$ cat src/common/pcrs_consts.vh
`ifndef PCRS_CONSTS_VH
`define PCRS_CONSTS_VH

// Program counter geometry
`define PCRS_PC_W        13
`define PCRS_LOW_W       8
`define PCRS_HI_W        5
`define PCRS_IMM_W       11
`define PCRS_PAGE_HI     4
`define PCRS_PAGE_LO     3
`define PCRS_PC_RST      13'h0000
`define PCRS_IRQ_VEC     13'h0004
`define PCRS_PC_ONE      13'h0001

// Return stack geometry
`define PCRS_DEPTH       8
`define PCRS_PTR_W       3

// Register map, byte addresses of aligned words
`define PCRS_ADDR_W      12
`define PCRS_OFF_LOW     12'h000
`define PCRS_OFF_LATH    12'h004
`define PCRS_OFF_STAT    12'h008

// Select index of each mapped word
`define PCRS_NUM_WORDS   3
`define PCRS_W_LOW       0
`define PCRS_W_LATH      1
`define PCRS_W_STAT      2
`define PCRS_LATH_RST    5'h00
`define PCRS_EV_W        4
`define PCRS_EV_NONE     4'h0

// Last event codes shown in the status word
`define PCRS_EV_STEP     4'h1
`define PCRS_EV_CALL     4'h2
`define PCRS_EV_JUMP     4'h3
`define PCRS_EV_RET      4'h4
`define PCRS_EV_IRQ      4'h5
`define PCRS_EV_SWWR     4'h6

// Bus encodings
`define PCRS_HTRANS_NSEQ 2'h2
`define PCRS_HRESP_OKAY  1'b0
`define PCRS_WORD_ZERO   32'h0000_0000

`endif

$ cat src/hw/pcrs_top.v
// Design decisions made here: the address map and register access over AHB-Lite.
`default_nettype none
`include "pcrs_consts.vh"

// Functional notes
// RL1: Thirteen-bit program counter gives fetch address
// RL2: Low counter byte is software readable, writable
// RL3: Upper bits 12..8 hidden from software
// RL4: Upper bits change only from holding latch; here step carries, calls, jumps, returns and interrupts also change them
// RL5: Eight-entry, thirteen-bit hardware return stack
// RL6: Stack and pointer invisible to software
// RL7: Call or interrupt pushes program counter
// RL8: Any return kind pops top into counter
// RL9: Push and pop leave holding latch alone
// RL10: Circular stack, ninth push overwrites first
// RL11: Call/jump: 11 immediate bits, latch bits 4:3
// RL12: Low byte write loads upper from latch
module pcrs_top #(
  parameter [`PCRS_PC_W-1:0] IRQ_VECTOR = `PCRS_IRQ_VEC
) (
  // Clock and reset
  input  wire                   hclk,
  input  wire                   hresetn,
  // AHB-Lite slave
  input  wire                   hsel,
  input  wire [31:0]            haddr,
  input  wire [1:0]             htrans,
  input  wire                   hwrite,
  input  wire [2:0]             hsize,
  input  wire [31:0]            hwdata,
  input  wire                   hready,
  output wire                   hreadyout,
  output wire                   hresp,
  output reg  [31:0]            hrdata,
  // Instruction decoder and interrupt logic
  input  wire                   step_i,
  input  wire                   call_i,
  input  wire                   jump_i,
  input  wire [`PCRS_IMM_W-1:0] imm_addr_i,
  input  wire                   return_plain_i,
  input  wire                   return_with_literal_i,
  input  wire                   return_from_interrupt_i,
  input  wire                   irq_branch_i,
  // Fetch address
  output reg  [`PCRS_PC_W-1:0]  fetch_addr
);

  // Bus states, one-hot
  localparam [3:0] ST_IDLE  = 4'h1;
  localparam [3:0] ST_WRITE = 4'h2;
  localparam [3:0] ST_RWAIT = 4'h4;
  localparam [3:0] ST_ROUT  = 4'h8;

  reg  [3:0]                 st_r;
  reg  [3:0]                 st_nxt;
  reg  [`PCRS_NUM_WORDS-1:0] wsel_r;
  reg  [`PCRS_HI_W-1:0]      lath_r;
  reg  [`PCRS_EV_W-1:0]      last_ev_r;
  reg  [31:0]                rd_mux;

  wire                       addr_ok;
  wire                       req_wr;
  wire                       req_rd;
  wire [`PCRS_NUM_WORDS-1:0] wsel_nxt;
  wire                       sw_low_wr;
  wire                       sw_lath_wr;
  wire                       ret_any;
  wire [`PCRS_PC_W-1:0]      pc_nxt;
  wire [`PCRS_PC_W-1:0]      stack_top;
  wire [`PCRS_PC_W-1:0]      push_data;
  wire                       push;
  wire                       pop;
  wire [`PCRS_EV_W-1:0]      ev;

  // Word select used by the address decode of every mapped word
  function sel_word;
    input [`PCRS_ADDR_W-1:0] a;
    input [`PCRS_ADDR_W-1:0] off;
    begin
      sel_word = (a == off);
    end
  endfunction

  // Byte address of each mapped word, by select index
  function [`PCRS_ADDR_W-1:0] word_off;
    input integer idx;
    begin
      case (idx)
        `PCRS_W_LOW: begin
          word_off = `PCRS_OFF_LOW;
        end
        `PCRS_W_LATH: begin
          word_off = `PCRS_OFF_LATH;
        end
        default: begin
          word_off = `PCRS_OFF_STAT;
        end
      endcase
    end
  endfunction

  // Next state from any state that can take a new address phase
  function [3:0] accept_next;
    input wr;
    input rd;
    begin
      if (wr) begin
        accept_next = ST_WRITE;
      end else if (rd) begin
        accept_next = ST_RWAIT;
      end else begin
        accept_next = ST_IDLE;
      end
    end
  endfunction

  // Address phase
  assign addr_ok = hsel && hready && (htrans == `PCRS_HTRANS_NSEQ);
  assign req_wr  = addr_ok && hwrite;
  assign req_rd  = addr_ok && !hwrite;

  // Reads wait one cycle so a write just before is already visible
  assign hreadyout = (st_r != ST_RWAIT);
  assign hresp     = `PCRS_HRESP_OKAY;

  // A write needs no wait: its data phase lands at the end of its own cycle.
  // A read holds hreadyout low once while the read word is registered.
  always @* begin
    st_nxt = st_r;
    case (st_r)
      ST_IDLE: begin
        st_nxt = accept_next(req_wr, req_rd);
      end
      ST_WRITE: begin
        st_nxt = accept_next(req_wr, req_rd);
      end
      ST_RWAIT: begin
        st_nxt = ST_ROUT;
      end
      ST_ROUT: begin
        st_nxt = accept_next(req_wr, req_rd);
      end
      default: begin
        st_nxt = ST_IDLE;
      end
    endcase
  end

  // One select bit per mapped word, decoded in the address phase
  genvar gw;
  generate
    for (gw = 0; gw < `PCRS_NUM_WORDS; gw = gw + 1) begin : g_word
      assign wsel_nxt[gw] = sel_word(haddr[`PCRS_ADDR_W-1:0], word_off(gw));
    end
  endgenerate

  // Selects are kept through the data phase; an unmapped address leaves all low
  always @(posedge hclk or negedge hresetn) begin
    if (!hresetn) begin
      st_r   <= ST_IDLE;
      wsel_r <= {`PCRS_NUM_WORDS{1'b0}};
    end else begin
      st_r <= st_nxt;
      if (addr_ok) begin
        wsel_r <= wsel_nxt;
      end
    end
  end

  // Data phase write strobes; unmapped writes are dropped with OKAY
  assign sw_low_wr  = (st_r == ST_WRITE) && wsel_r[`PCRS_W_LOW]; // see RL2
  assign sw_lath_wr = (st_r == ST_WRITE) && wsel_r[`PCRS_W_LATH];

  // Only the bus touches the latch, stack traffic never does
  always @(posedge hclk or negedge hresetn) begin
    if (!hresetn) begin
      lath_r <= `PCRS_LATH_RST;
    end else if (sw_lath_wr) begin
      lath_r <= hwdata[`PCRS_HI_W-1:0]; // see RL9
    end
  end

  // Upper counter bits have no word of their own; the stack has none either
  always @* begin
    rd_mux = `PCRS_WORD_ZERO;
    if (wsel_r[`PCRS_W_LOW]) begin
      rd_mux[`PCRS_LOW_W-1:0] = fetch_addr[`PCRS_LOW_W-1:0]; // see RL2 RL3
    end else if (wsel_r[`PCRS_W_LATH]) begin
      rd_mux[`PCRS_HI_W-1:0] = lath_r;
    end else if (wsel_r[`PCRS_W_STAT]) begin
      rd_mux[`PCRS_EV_W-1:0] = last_ev_r; // see RL6
    end
  end

  always @(posedge hclk or negedge hresetn) begin
    if (!hresetn) begin
      hrdata <= `PCRS_WORD_ZERO;
    end else if (st_r == ST_RWAIT) begin
      hrdata <= rd_mux;
    end
  end

  // Call, jump, return and interrupt outrank a bus write to the low byte in the same cycle; a step does not
  assign ret_any = return_plain_i || return_with_literal_i || return_from_interrupt_i; // see RL8

  pcrs_next_pc u_next (
    .pc        (fetch_addr),
    .lath      (lath_r),
    .stack_top (stack_top),
    .irq       (irq_branch_i),
    .call      (call_i),
    .jump      (jump_i),
    .ret_any   (ret_any),
    .sw_wr     (sw_low_wr),
    .step      (step_i),
    .imm_addr  (imm_addr_i),
    .sw_low    (hwdata[`PCRS_LOW_W-1:0]),
    .irq_vec   (IRQ_VECTOR),
    .pc_nxt    (pc_nxt),
    .push      (push),
    .pop       (pop),
    .push_data (push_data),
    .ev        (ev)
  );

  pcrs_stack #(
    .DEPTH  (`PCRS_DEPTH),
    .PTR_W  (`PCRS_PTR_W),
    .DATA_W (`PCRS_PC_W)
  ) u_stack (
    .hclk    (hclk),
    .hresetn (hresetn),
    .push    (push),
    .pop     (pop),
    .wdata   (push_data),
    .top_r   (stack_top)
  );

  // Program counter register drives the fetch address
  always @(posedge hclk or negedge hresetn) begin
    if (!hresetn) begin
      fetch_addr <= `PCRS_PC_RST;
    end else begin
      fetch_addr <= pc_nxt; // see RL1 RL4
    end
  end

  // Last non-idle event, a software view of what the counter did
  always @(posedge hclk or negedge hresetn) begin
    if (!hresetn) begin
      last_ev_r <= `PCRS_EV_NONE;
    end else if (ev != `PCRS_EV_NONE) begin
      last_ev_r <= ev;
    end
  end

endmodule // pcrs_top

`default_nettype wire

$ cat src/hw/pcrs_stack.v
`default_nettype none
`include "pcrs_consts.vh"

module pcrs_stack #(
  parameter DEPTH  = `PCRS_DEPTH,
  parameter PTR_W  = `PCRS_PTR_W,
  parameter DATA_W = `PCRS_PC_W
) (
  // Clock and reset
  input  wire              hclk,
  input  wire              hresetn,
  // Push and pop
  input  wire              push,
  input  wire              pop,
  input  wire [DATA_W-1:0] wdata,
  // Top entry, from a register
  output reg  [DATA_W-1:0] top_r
);

  localparam [PTR_W-1:0] PTR_ONE = 1;
  localparam [PTR_W-1:0] PTR_TWO = 2;

  reg  [PTR_W-1:0]        ptr_r;
  wire [DEPTH*DATA_W-1:0] ent_flat;
  wire [PTR_W-1:0]        ptr_m2;

  assign ptr_m2 = ptr_r - PTR_TWO;

  // Pointer wraps with no overflow flag; the ninth push lands on the first slot
  always @(posedge hclk or negedge hresetn) begin
    if (!hresetn) begin
      ptr_r <= {PTR_W{1'b0}};
    end else if (push) begin
      ptr_r <= ptr_r + PTR_ONE; // see RL10
    end else if (pop) begin
      ptr_r <= ptr_r - PTR_ONE; // see RL10
    end
  end

  genvar i;
  generate
    for (i = 0; i < DEPTH; i = i + 1) begin : g_ent
      localparam [PTR_W-1:0] IDX = i;
      reg [DATA_W-1:0] ent_r;
      always @(posedge hclk or negedge hresetn) begin
        if (!hresetn) begin
          ent_r <= {DATA_W{1'b0}};
        end else if (push && (ptr_r == IDX)) begin
          ent_r <= wdata; // see RL5
        end
      end
      assign ent_flat[i*DATA_W +: DATA_W] = ent_r;
    end
  endgenerate

  // Top is kept in a register so a pop can use it in the same cycle
  always @(posedge hclk or negedge hresetn) begin
    if (!hresetn) begin
      top_r <= {DATA_W{1'b0}};
    end else if (push) begin
      top_r <= wdata;
    end else if (pop) begin
      top_r <= ent_flat[ptr_m2*DATA_W +: DATA_W];
    end
  end

endmodule // pcrs_stack

`default_nettype wire

$ cat src/hw/pcrs_next_pc.v
`default_nettype none
`include "pcrs_consts.vh"

module pcrs_next_pc (
  // Current state
  input  wire [`PCRS_PC_W-1:0]  pc,
  input  wire [`PCRS_HI_W-1:0]  lath,
  input  wire [`PCRS_PC_W-1:0]  stack_top,
  // Events, highest priority first
  input  wire                   irq,
  input  wire                   call,
  input  wire                   jump,
  input  wire                   ret_any,
  input  wire                   sw_wr,
  input  wire                   step,
  input  wire [`PCRS_IMM_W-1:0] imm_addr,
  input  wire [`PCRS_LOW_W-1:0] sw_low,
  input  wire [`PCRS_PC_W-1:0]  irq_vec,
  // Results
  output reg  [`PCRS_PC_W-1:0]  pc_nxt,
  output reg                    push,
  output reg                    pop,
  output reg  [`PCRS_PC_W-1:0]  push_data,
  output reg  [`PCRS_EV_W-1:0]  ev
);

  wire [`PCRS_PC_W-1:0] pc_inc;
  wire [`PCRS_PC_W-1:0] paged;

  assign pc_inc = pc + `PCRS_PC_ONE;
  assign paged  = {lath[`PCRS_PAGE_HI:`PCRS_PAGE_LO], imm_addr}; // see RL11

  always @* begin
    pc_nxt    = pc;
    push      = 1'b0;
    pop       = 1'b0;
    push_data = pc;
    ev        = `PCRS_EV_NONE;
    if (irq) begin
      // The interrupted instruction has not run, so its own address returns
      push   = 1'b1; // see RL7
      pc_nxt = irq_vec;
      ev     = `PCRS_EV_IRQ;
    end else if (call) begin
      push      = 1'b1; // see RL7
      push_data = pc_inc;
      pc_nxt    = paged; // see RL11
      ev        = `PCRS_EV_CALL;
    end else if (jump) begin
      pc_nxt = paged; // see RL11
      ev     = `PCRS_EV_JUMP;
    end else if (ret_any) begin
      pop    = 1'b1; // see RL8
      pc_nxt = stack_top; // see RL8
      ev     = `PCRS_EV_RET;
    end else if (sw_wr) begin
      pc_nxt = {lath, sw_low}; // see RL4 RL12
      ev     = `PCRS_EV_SWWR;
    end else if (step) begin
      pc_nxt = pc_inc;
      ev     = `PCRS_EV_STEP;
    end
  end

endmodule // pcrs_next_pc

`default_nettype wire

$ cat config.mk
export PLATFORM = sky130hd
export DESIGN_NAME = pcrs_top
export DESIGN_NICKNAME = d
export VERILOG_FILES = /design/src/hw/pcrs_top.v /design/src/hw/pcrs_stack.v /design/src/hw/pcrs_next_pc.v
export VERILOG_INCLUDE_DIRS = /design/src /design/src/common
export SDC_FILE = /design/constraint.sdc
export NUM_CORES = 1
export LEC_CHECK = 0
export ABC_AREA = 1
export BUFFER_PORTS_ARGS = -buffer_cell sky130_fd_sc_hd__buf_2
export CORE_ASPECT_RATIO = 0.7
export CORE_MARGIN = 5
export CORE_UTILIZATION = 58
export DETAILED_ROUTE_END_ITERATION = 12
export GPL_ROUTABILITY_DRIVEN = 0
export PLACE_DENSITY = 0.82
export REMOVE_ABC_BUFFERS = 1
export SLEW_MARGIN = 0
export SYNTH_ARGS = -nofsm -noshare
export SYNTH_HDL_FRONTEND = slang
export SYNTH_HIERARCHICAL = 1
export SYNTH_SLANG_ARGS = --single-unit
$ cat constraint.sdc
create_clock -name hclk -period 2 [get_ports hclk]
set_input_delay 0.4 -clock hclk [delete_from_list [all_inputs] [get_ports hclk]]
set_output_delay 0.4 -clock hclk [all_outputs]
set_load 0.05 [all_outputs]
==> qor.csv, run 1 <==
metric,value,unit
avgRoutedWirePerCell,15.11,um
power_density,1336,mW/mm2
wl_met2,9.743,mm
syn_inst,1233,
pwr-share-clk,0.240,
rows,38,
synth_edf_count,0,
timing.critical_path.from,st_r[0]$_DFF_PN1_,
synth.area.top_cells,"dfrtp_1 (44%), nand2_1 (18%), o21ai_0 (7.0%), inv_1 (6.1%), nor2_1 (4.3%)",
ant_nets,0,
core,0.01531,mm2
multi_input_area,0.004029,mm2
slew_headroom,0.6455,
seqPwrFrac,0.370,
syn-cell-area,0.008966,mm2
worstPathArrival,1.53,ns
rsz0062_at_grt,false,
cts_buffers,17,
gr-total-overflow,0,
nNetsFinal,1407,
drt-total-wl,22.96,mm
cts_setup_buffers,0,
boundaryPins,139,
crit_required,1.60,ns
synth_seq_area_share,0.4383,
async_reset_ff_frac,1.000,
synthFlopType,dfrtp_1,
status,"finished, final reports clean",
worst-path-buf-inv,1,
synth_largest_area_cell,dfrtp_1,
io_buffers,66,
synth.distinct_cells,40,
antenna_found_initial,0,
max_slew.worst_pin.slew,0.5306,ns
max_stage_delay,0.58,ns
dr.max_layer_used,met4,
vias,8070,
p_leak,5.316,nW
ff_latch_area,0.003931,mm2
hold_viol_final,0,
pre_cts_ws,0.06710,ns
whs,0.2240,ns
cts_sinks,157,
die_h,114.0,um
h-tree-depth,4,
area_growth,12.66,%
reg2reg_depth,9,
drv_cap,0,
period_needed,1.926,ns
viasPerCell,5.309,
finClkSkew,0.01346,ns
drc_errors,0,
min_period_over_period,0.9631,
synth_seq_cells,157,
nFillCells,1256,
grt_max_degree,55,
end_kind,primary output,
grt_util_all_layers,0.2661,
path_clk_slew,0.07,ns
r2r_setup_slack,0.11,ns
finalMaxSlewViolations,0,
yosys_warnings,6,
p_sw,5.514,mW
cp.depth,3,
diodes,0,
worst_skew_pair.late_latency,0.43,ns
max_freq,0.5192,GHz
die_w,158.6,um
syn_avg_cell_area,7.272,um2
dp_hpwl,15.80,mm
crit_slowest_cell,dfstp_2,
dr.pass1.iters,7,
grt_pass1_vias,7613,
start_util,0.5856,
root_buffer,clkbuf_16,
wl_met1,10.22,mm
setup.worst_path.class,register to primary output,
swShare,0.4086,
crit_fanout,10,
drt_iter0_drc,852,
fin_ws,0.07377,ns
drive_above_1_share,0.1341,
timing.critical_path.to,hreadyout,
r2r-start,st_r[0]$_DFF_PN1_,
timing.critical_path.cells,"nor2_4, nand2_4, buf_2",
regToRegEndpoint,fetch_addr[8]$_DFF_PN0_,
hp-class,primary input to register,
vdd_ir_drop_max,0.0007077,V
cp-start-kind,register,
crit_family,flip-flops,
grt_pass1_wl,37.81,mm
wl_met3,2.502,mm
internal_power,7.981,mW
synth_top_area_frac,0.4354,
die_area,0.01808,mm2
power_frac_comb,0.390,
cts.path.max_buffers,2,
cts_tree,yes,
setup_viol,0,
worst min-delay path by stage:
stage,startpoint,to,depth (start not counted)
2_1_floorplan,hresetn,fetch_addr[0]$_DFF_PN0_,0
3_3_place_gp,hresetn,u_stack/g_ent[5].ent_r[11]$_DFFE_PN0P_,1
3_5_place_dp,hresetn,u_stack/g_ent[4].ent_r[11]$_DFFE_PN0P_,1
4_1_cts,hwdata[4],lath_r[4]$_DFFE_PN0P_,3
5_1_grt,hwdata[4],lath_r[4]$_DFFE_PN0P_,3
6_report,hwdata[2],lath_r[2]$_DFFE_PN0P_,3
tightest hold or removal path: cells and delay by family:
kind / cells / cell delay, ns
buffers and inverters: 2 / 0.15
AO/OA/AOI/OAI: 1 / 0.06
synth_stat cells, drive strengths merged (3+ instances only):
cell type,number
nand2,442
nor2,121
buf,65
a221oi,10
dfrtp,156
ha,8
nand4,6
o21ai,131
a21oi,28
clkbuf,13
inv,152
a31oi,7
xor2,8
nand3,72
conb,3
cell usage in the layout, fill, tap and decap left out, types with 3 or more instances in the layout:
cell type	netlist	routed
nor2_1	103	103
conb_1	3	39
nand4_1	6	6
a221oi_1	10	10
nor2_4	9	9
a31oi_1	7	7
buf_12	1	11
dfrtp_1	156	155
o21ai_0	126	126
inv_1	145	144
nand3_2	16	16
ha_1	8	8
o21ai_1	5	5
nor2_2	7	7
a21oi_1	28	28
buf_2	21	65
clkbuf_8	1	3
nand3_1	55	55
clkbuf_16	0	17
inv_2	5	6
xor2_1	8	8
clkinv_2	0	4
nand2_1	439	439
buf_4	35	21
sequential cells by signal, indices dropped and copies added (netlist names):
register and flops:
lath_r 5, u_stack/top_r 13, u_stack/g_ent.ent_r 104, hrdata 8, u_stack/ptr_r 3, wsel_r 3, st_r 4, last_ev_r 4
fetch_addr 13
layout make-up:
cell class	count	share of cell area
multi-input combinational	879	0.3989
sequential	157	0.3892
timing repair buffer	99	0.07172
inverter	153	0.05735
clock buffer	22	0.04695
tap	200	0.02477
clock inverter	10	0.01115
repair_timing:
action | 4_1_cts | 5_1_grt
hold buffers | 1 | 0
endpoints found under the setup margin | 0 | 5
endpoints found under the hold margin | 44 | 0
gates resized for setup | 0 | 1
power by group through the flow:
stage | logic [mW] | registers, mW | clock network, mW
3_3_place_gp | 4.98 | 4.98 | 0
3_5_place_dp | 5.17 | 5.01 | 0
6_report | 5.27 | 5.00 | 3.23
5_1_grt | 6.03 | 5.13 | 3.38
2_1_floorplan | 3.31 | 5.20 | 0
4_1_cts | 5.25 | 4.99 | 3.24
per-layer routing:
metal / up-vias / GRT usage
li1: 3921 / -
met1: 3699 / 0.3983
met2: 405 / 0.3874
met3: 45 / 0.05916
met4: 0 / 0.08011
met5: - / 0
cells by family (layout without fill, tap and decap cells):
| logic type | after synthesis | after routing | synth area share |
|---|---|---|---|
| AOI/OAI and AO/OA | 179 | 179 | 0.1061 |
| xor gates and xnor gates | 8 | 8 | 0.007815 |
| adders and majority gates | 8 | 8 | 0.01116 |
| buffers and inverters | 233 | 284 | 0.1274 |
| DFF | 157 | 157 | 0.4383 |
| other | 3 | 39 | 0.001256 |
| and+or+nand+nor | 645 | 645 | 0.3080 |
per-stage QoR:
stage	utilization	power [mW]	instance area [um2]	setup TNS (ns)	std cells
finish	0.6598	13.49	10100	0	1520
global placement	0.6208	9.956	9504	0	1487
CTS	0.6598	13.48	10100	0	1520
floorplan	-	8.513	8538	-57.47	1189
global route	0.6598	14.54	10100	0	1520
detailed placement	0.6208	10.18	9504	0	1487
No activity file was read; power rests on OpenSTA's default activity.
==> run 2: changes to the inputs <==
--- a/config.mk
+++ b/config.mk
@@ -13,7 +13,7 @@
 export CORE_UTILIZATION = 58
 export DETAILED_ROUTE_END_ITERATION = 12
 export GPL_ROUTABILITY_DRIVEN = 0
-export PLACE_DENSITY = 0.82
+export PLACE_DENSITY_LB_ADDON = 0.3
 export REMOVE_ABC_BUFFERS = 1
 export SLEW_MARGIN = 0
 export SYNTH_ARGS = -nofsm -noshare
==> run 2 against run 1 <==
Compared with the run above: worst hold slack barely moved; count of clock-buffer cells in the layout decreased by 2; largest cell class unchanged; final area up 0.71%; sequential share of layout area down 0.27 points; die area did not move.
==> qor.csv, run 2 (synthesis results as in run 1) <==
metric,value,unit,change
status,"finished, final reports clean",,
h-tree-depth,4,,unchanged
max_flop_register,u_stack/g_ent.ent_r,,
boundaryPins,139,,unchanged
reg2reg_depth,8,,-1
diodes,0,,unchanged
grt_util_all_layers,0.2599,,-0.006125
final_cells,1526,,+0.39%
cts_setup_buffers,0,,unchanged
power_density,1331,mW/mm2,-0.37%
place_inst,1493,,+0.40%
top_regs,"u_stack/g_ent.ent_r: 104 flops, fetch_addr: 13 flops, u_stack/top_r: 13 flops",,
cp-start-kind,register,,
cts_sinks,157,,unchanged
viasPerCell,5.176,,-2.5%
drc_errors,0,,unchanged
dp_hpwl,15.75,mm,-0.27%
drt_iter0_drc,776,,-8.9%
hold_depth,3,,unchanged
largest_reg_flops,104,,unchanged
finalInstanceArea,0.01017,mm2,+0.71%
path_clk_slew,0.07,ns,about the same
mostFrequentLayoutCell,nand2_1,,
p_leak,5.352,nW,+0.67%
setup.worst_path.class,register to primary output,,
dr.pass1.iters,6,,-1
hold_viol_final,0,,unchanged
whs,0.2240,ns,-0.000001000 ns
end_kind,primary output,,
core,0.01531,mm2,unchanged
grt_pass1_vias,7470,,-1.9%
avgRoutedWirePerCell,14.80,um,-2.0%
grtUsageMet1,0.3952,,-0.003111
cts_tree,yes,,
nFillCells,1312,,+4.5%
gr-total-overflow,0,,unchanged
die_w,158.6,um,unchanged
grt_max_degree,50,,-9.1%
p_total,13.54,mW,+0.33%
grt_pass1_wl,37.28,mm,-1.4%
ant_nets,0,,unchanged
finClkSkew,0.01050,ns,-0.002966 ns
worstPathArrival,1.52,ns,about the same
io_buffers,66,,unchanged
max_slew.worst_pin.slew,0.4987,ns,-0.03193 ns
nNetsFinal,1413,,+0.43%
area_growth,13.45,%,
finalMaxSlewViolations,0,,unchanged
timing.critical_path.from,st_r[0]$_DFF_PN1_,,
gr-max-usage-layer,met1,,
hp-class,primary input to register,,
max_freq,0.5199,GHz,+0.15%
cts_buffers,17,,unchanged
rows,38,,unchanged
grt_util_met2,0.3851,,-0.002247
final_cell_mix,"nand2_1 (439), dfrtp_1 (155), inv_1 (145), o21ai_0 (126), nor2_1 (103)",,
placed_area,0.009562,mm2,+0.61%
slew_headroom,0.6663,,+0.02087
root_buffer,clkbuf_16,,
min_from,hwdata[2],,
worst_skew_pair.late_latency,0.42,ns,about the same
setup_viol,0,,unchanged
die_area,0.01808,mm2,unchanged
r2r-start,fetch_addr[1]$_DFF_PN0_,,
drt-total-wl,22.59,mm,-1.6%
gr-usage-met3,0.04551,,-0.01365
drv_cap,0,,unchanged
rsz0062_at_grt,false,,
crit_required,1.60,ns,about the same
fin_ws,0.07660,ns,+0.002826 ns
period_needed,1.923,ns,-0.002826 ns
vdd_ir_drop_max,0.0008415,V,+19%
start_util,0.5856,,unchanged
vias,7899,,-2.1%
cts.path.max_buffers,2,,unchanged
drive_above_1_share,0.1388,,+0.004672
pre_cts_ws,0.06881,ns,+0.001705 ns
antenna_found_initial,0,,unchanged
min_period_over_period,0.9617,,-0.001413
die_h,114.0,um,unchanged
crit_fanout,10,,unchanged
-- run 2: cell count changes in the layout (fill, tap and decap cells not counted), moves of 2 or more --
cell	change
buf_4	+5
clkinvlp_4	+3
clkinv_4	+2
clkinv_2	-3
-- run 2: layout make-up --
class | instances | area [um2] | share of cell area
clock buffers | 20 | 456.7 | 0.04490
clock inverters | 12 | 137.6 | 0.01353
inverters | 153 | 579.3 | 0.05695
multi-input cells | 879 | 4035 | 0.3967
flip-flops and latches | 157 | 3931 | 0.3865
well taps | 200 | 250.2 | 0.02460
repair buffers | 105 | 782.0 | 0.07688
-- run 2: through the flow --
stage	utilization	setup TNS [ns]
6_report	0.6644	0
5_1_grt	0.6644	0
4_1_cts	0.6640	0
3_5_place_dp	0.6246	0
3_3_place_gp	0.6246	0
2_1_floorplan	-	-57.47
-- run 2: what timing repair did --
action                                  in CTS  in global routing
gates resized for setup                      0                  1
hold buffers                                 1                  0
endpoints found under the setup margin       0                  1
hold endpoints to repair                    45                  0
-- run 2: routing by layer --
layer	share of wire	wire length, um	up-vias
li1	-	-	3928
met1	0.46	10490	3619
met2	0.44	9891	326
met3	0.087	1958	26
met4	0.011	248	0
met5	0	0	-
-- run 2: worst max-delay path, stage by stage (launching register included) --
cell	delay [ns]
dfstp_2	0.59
nor2_4	0.07
nand2_4	0.15
buf_2	0.29
-- run 2: power by group --
group          switching [mW]  internal, mW  total (mW)
logic                    3.54          1.78        5.32
clock network            1.34          1.91        3.25
registers               0.670          4.30        4.97
total                    5.54          8.00        13.5
-- run 2: path summary, 6_finish.rpt --
path	slack, ns	endpoint
max in group asynchronous	0.83	u_stack/ptr_r[0]$_DFFE_PN0P_
setup / recovery	0.08	hreadyout
hold / removal	0.22	lath_r[2]$_DFFE_PN0P_
hold reg to reg	0.48	hrdata[4]$_DFFE_PN0P_
setup reg to reg	0.14	u_stack/g_ent[1].ent_r[8]$_DFFE_PN0P_
min in group asynchronous	0.48	u_stack/g_ent[7].ent_r[10]$_DFFE_PN0P_
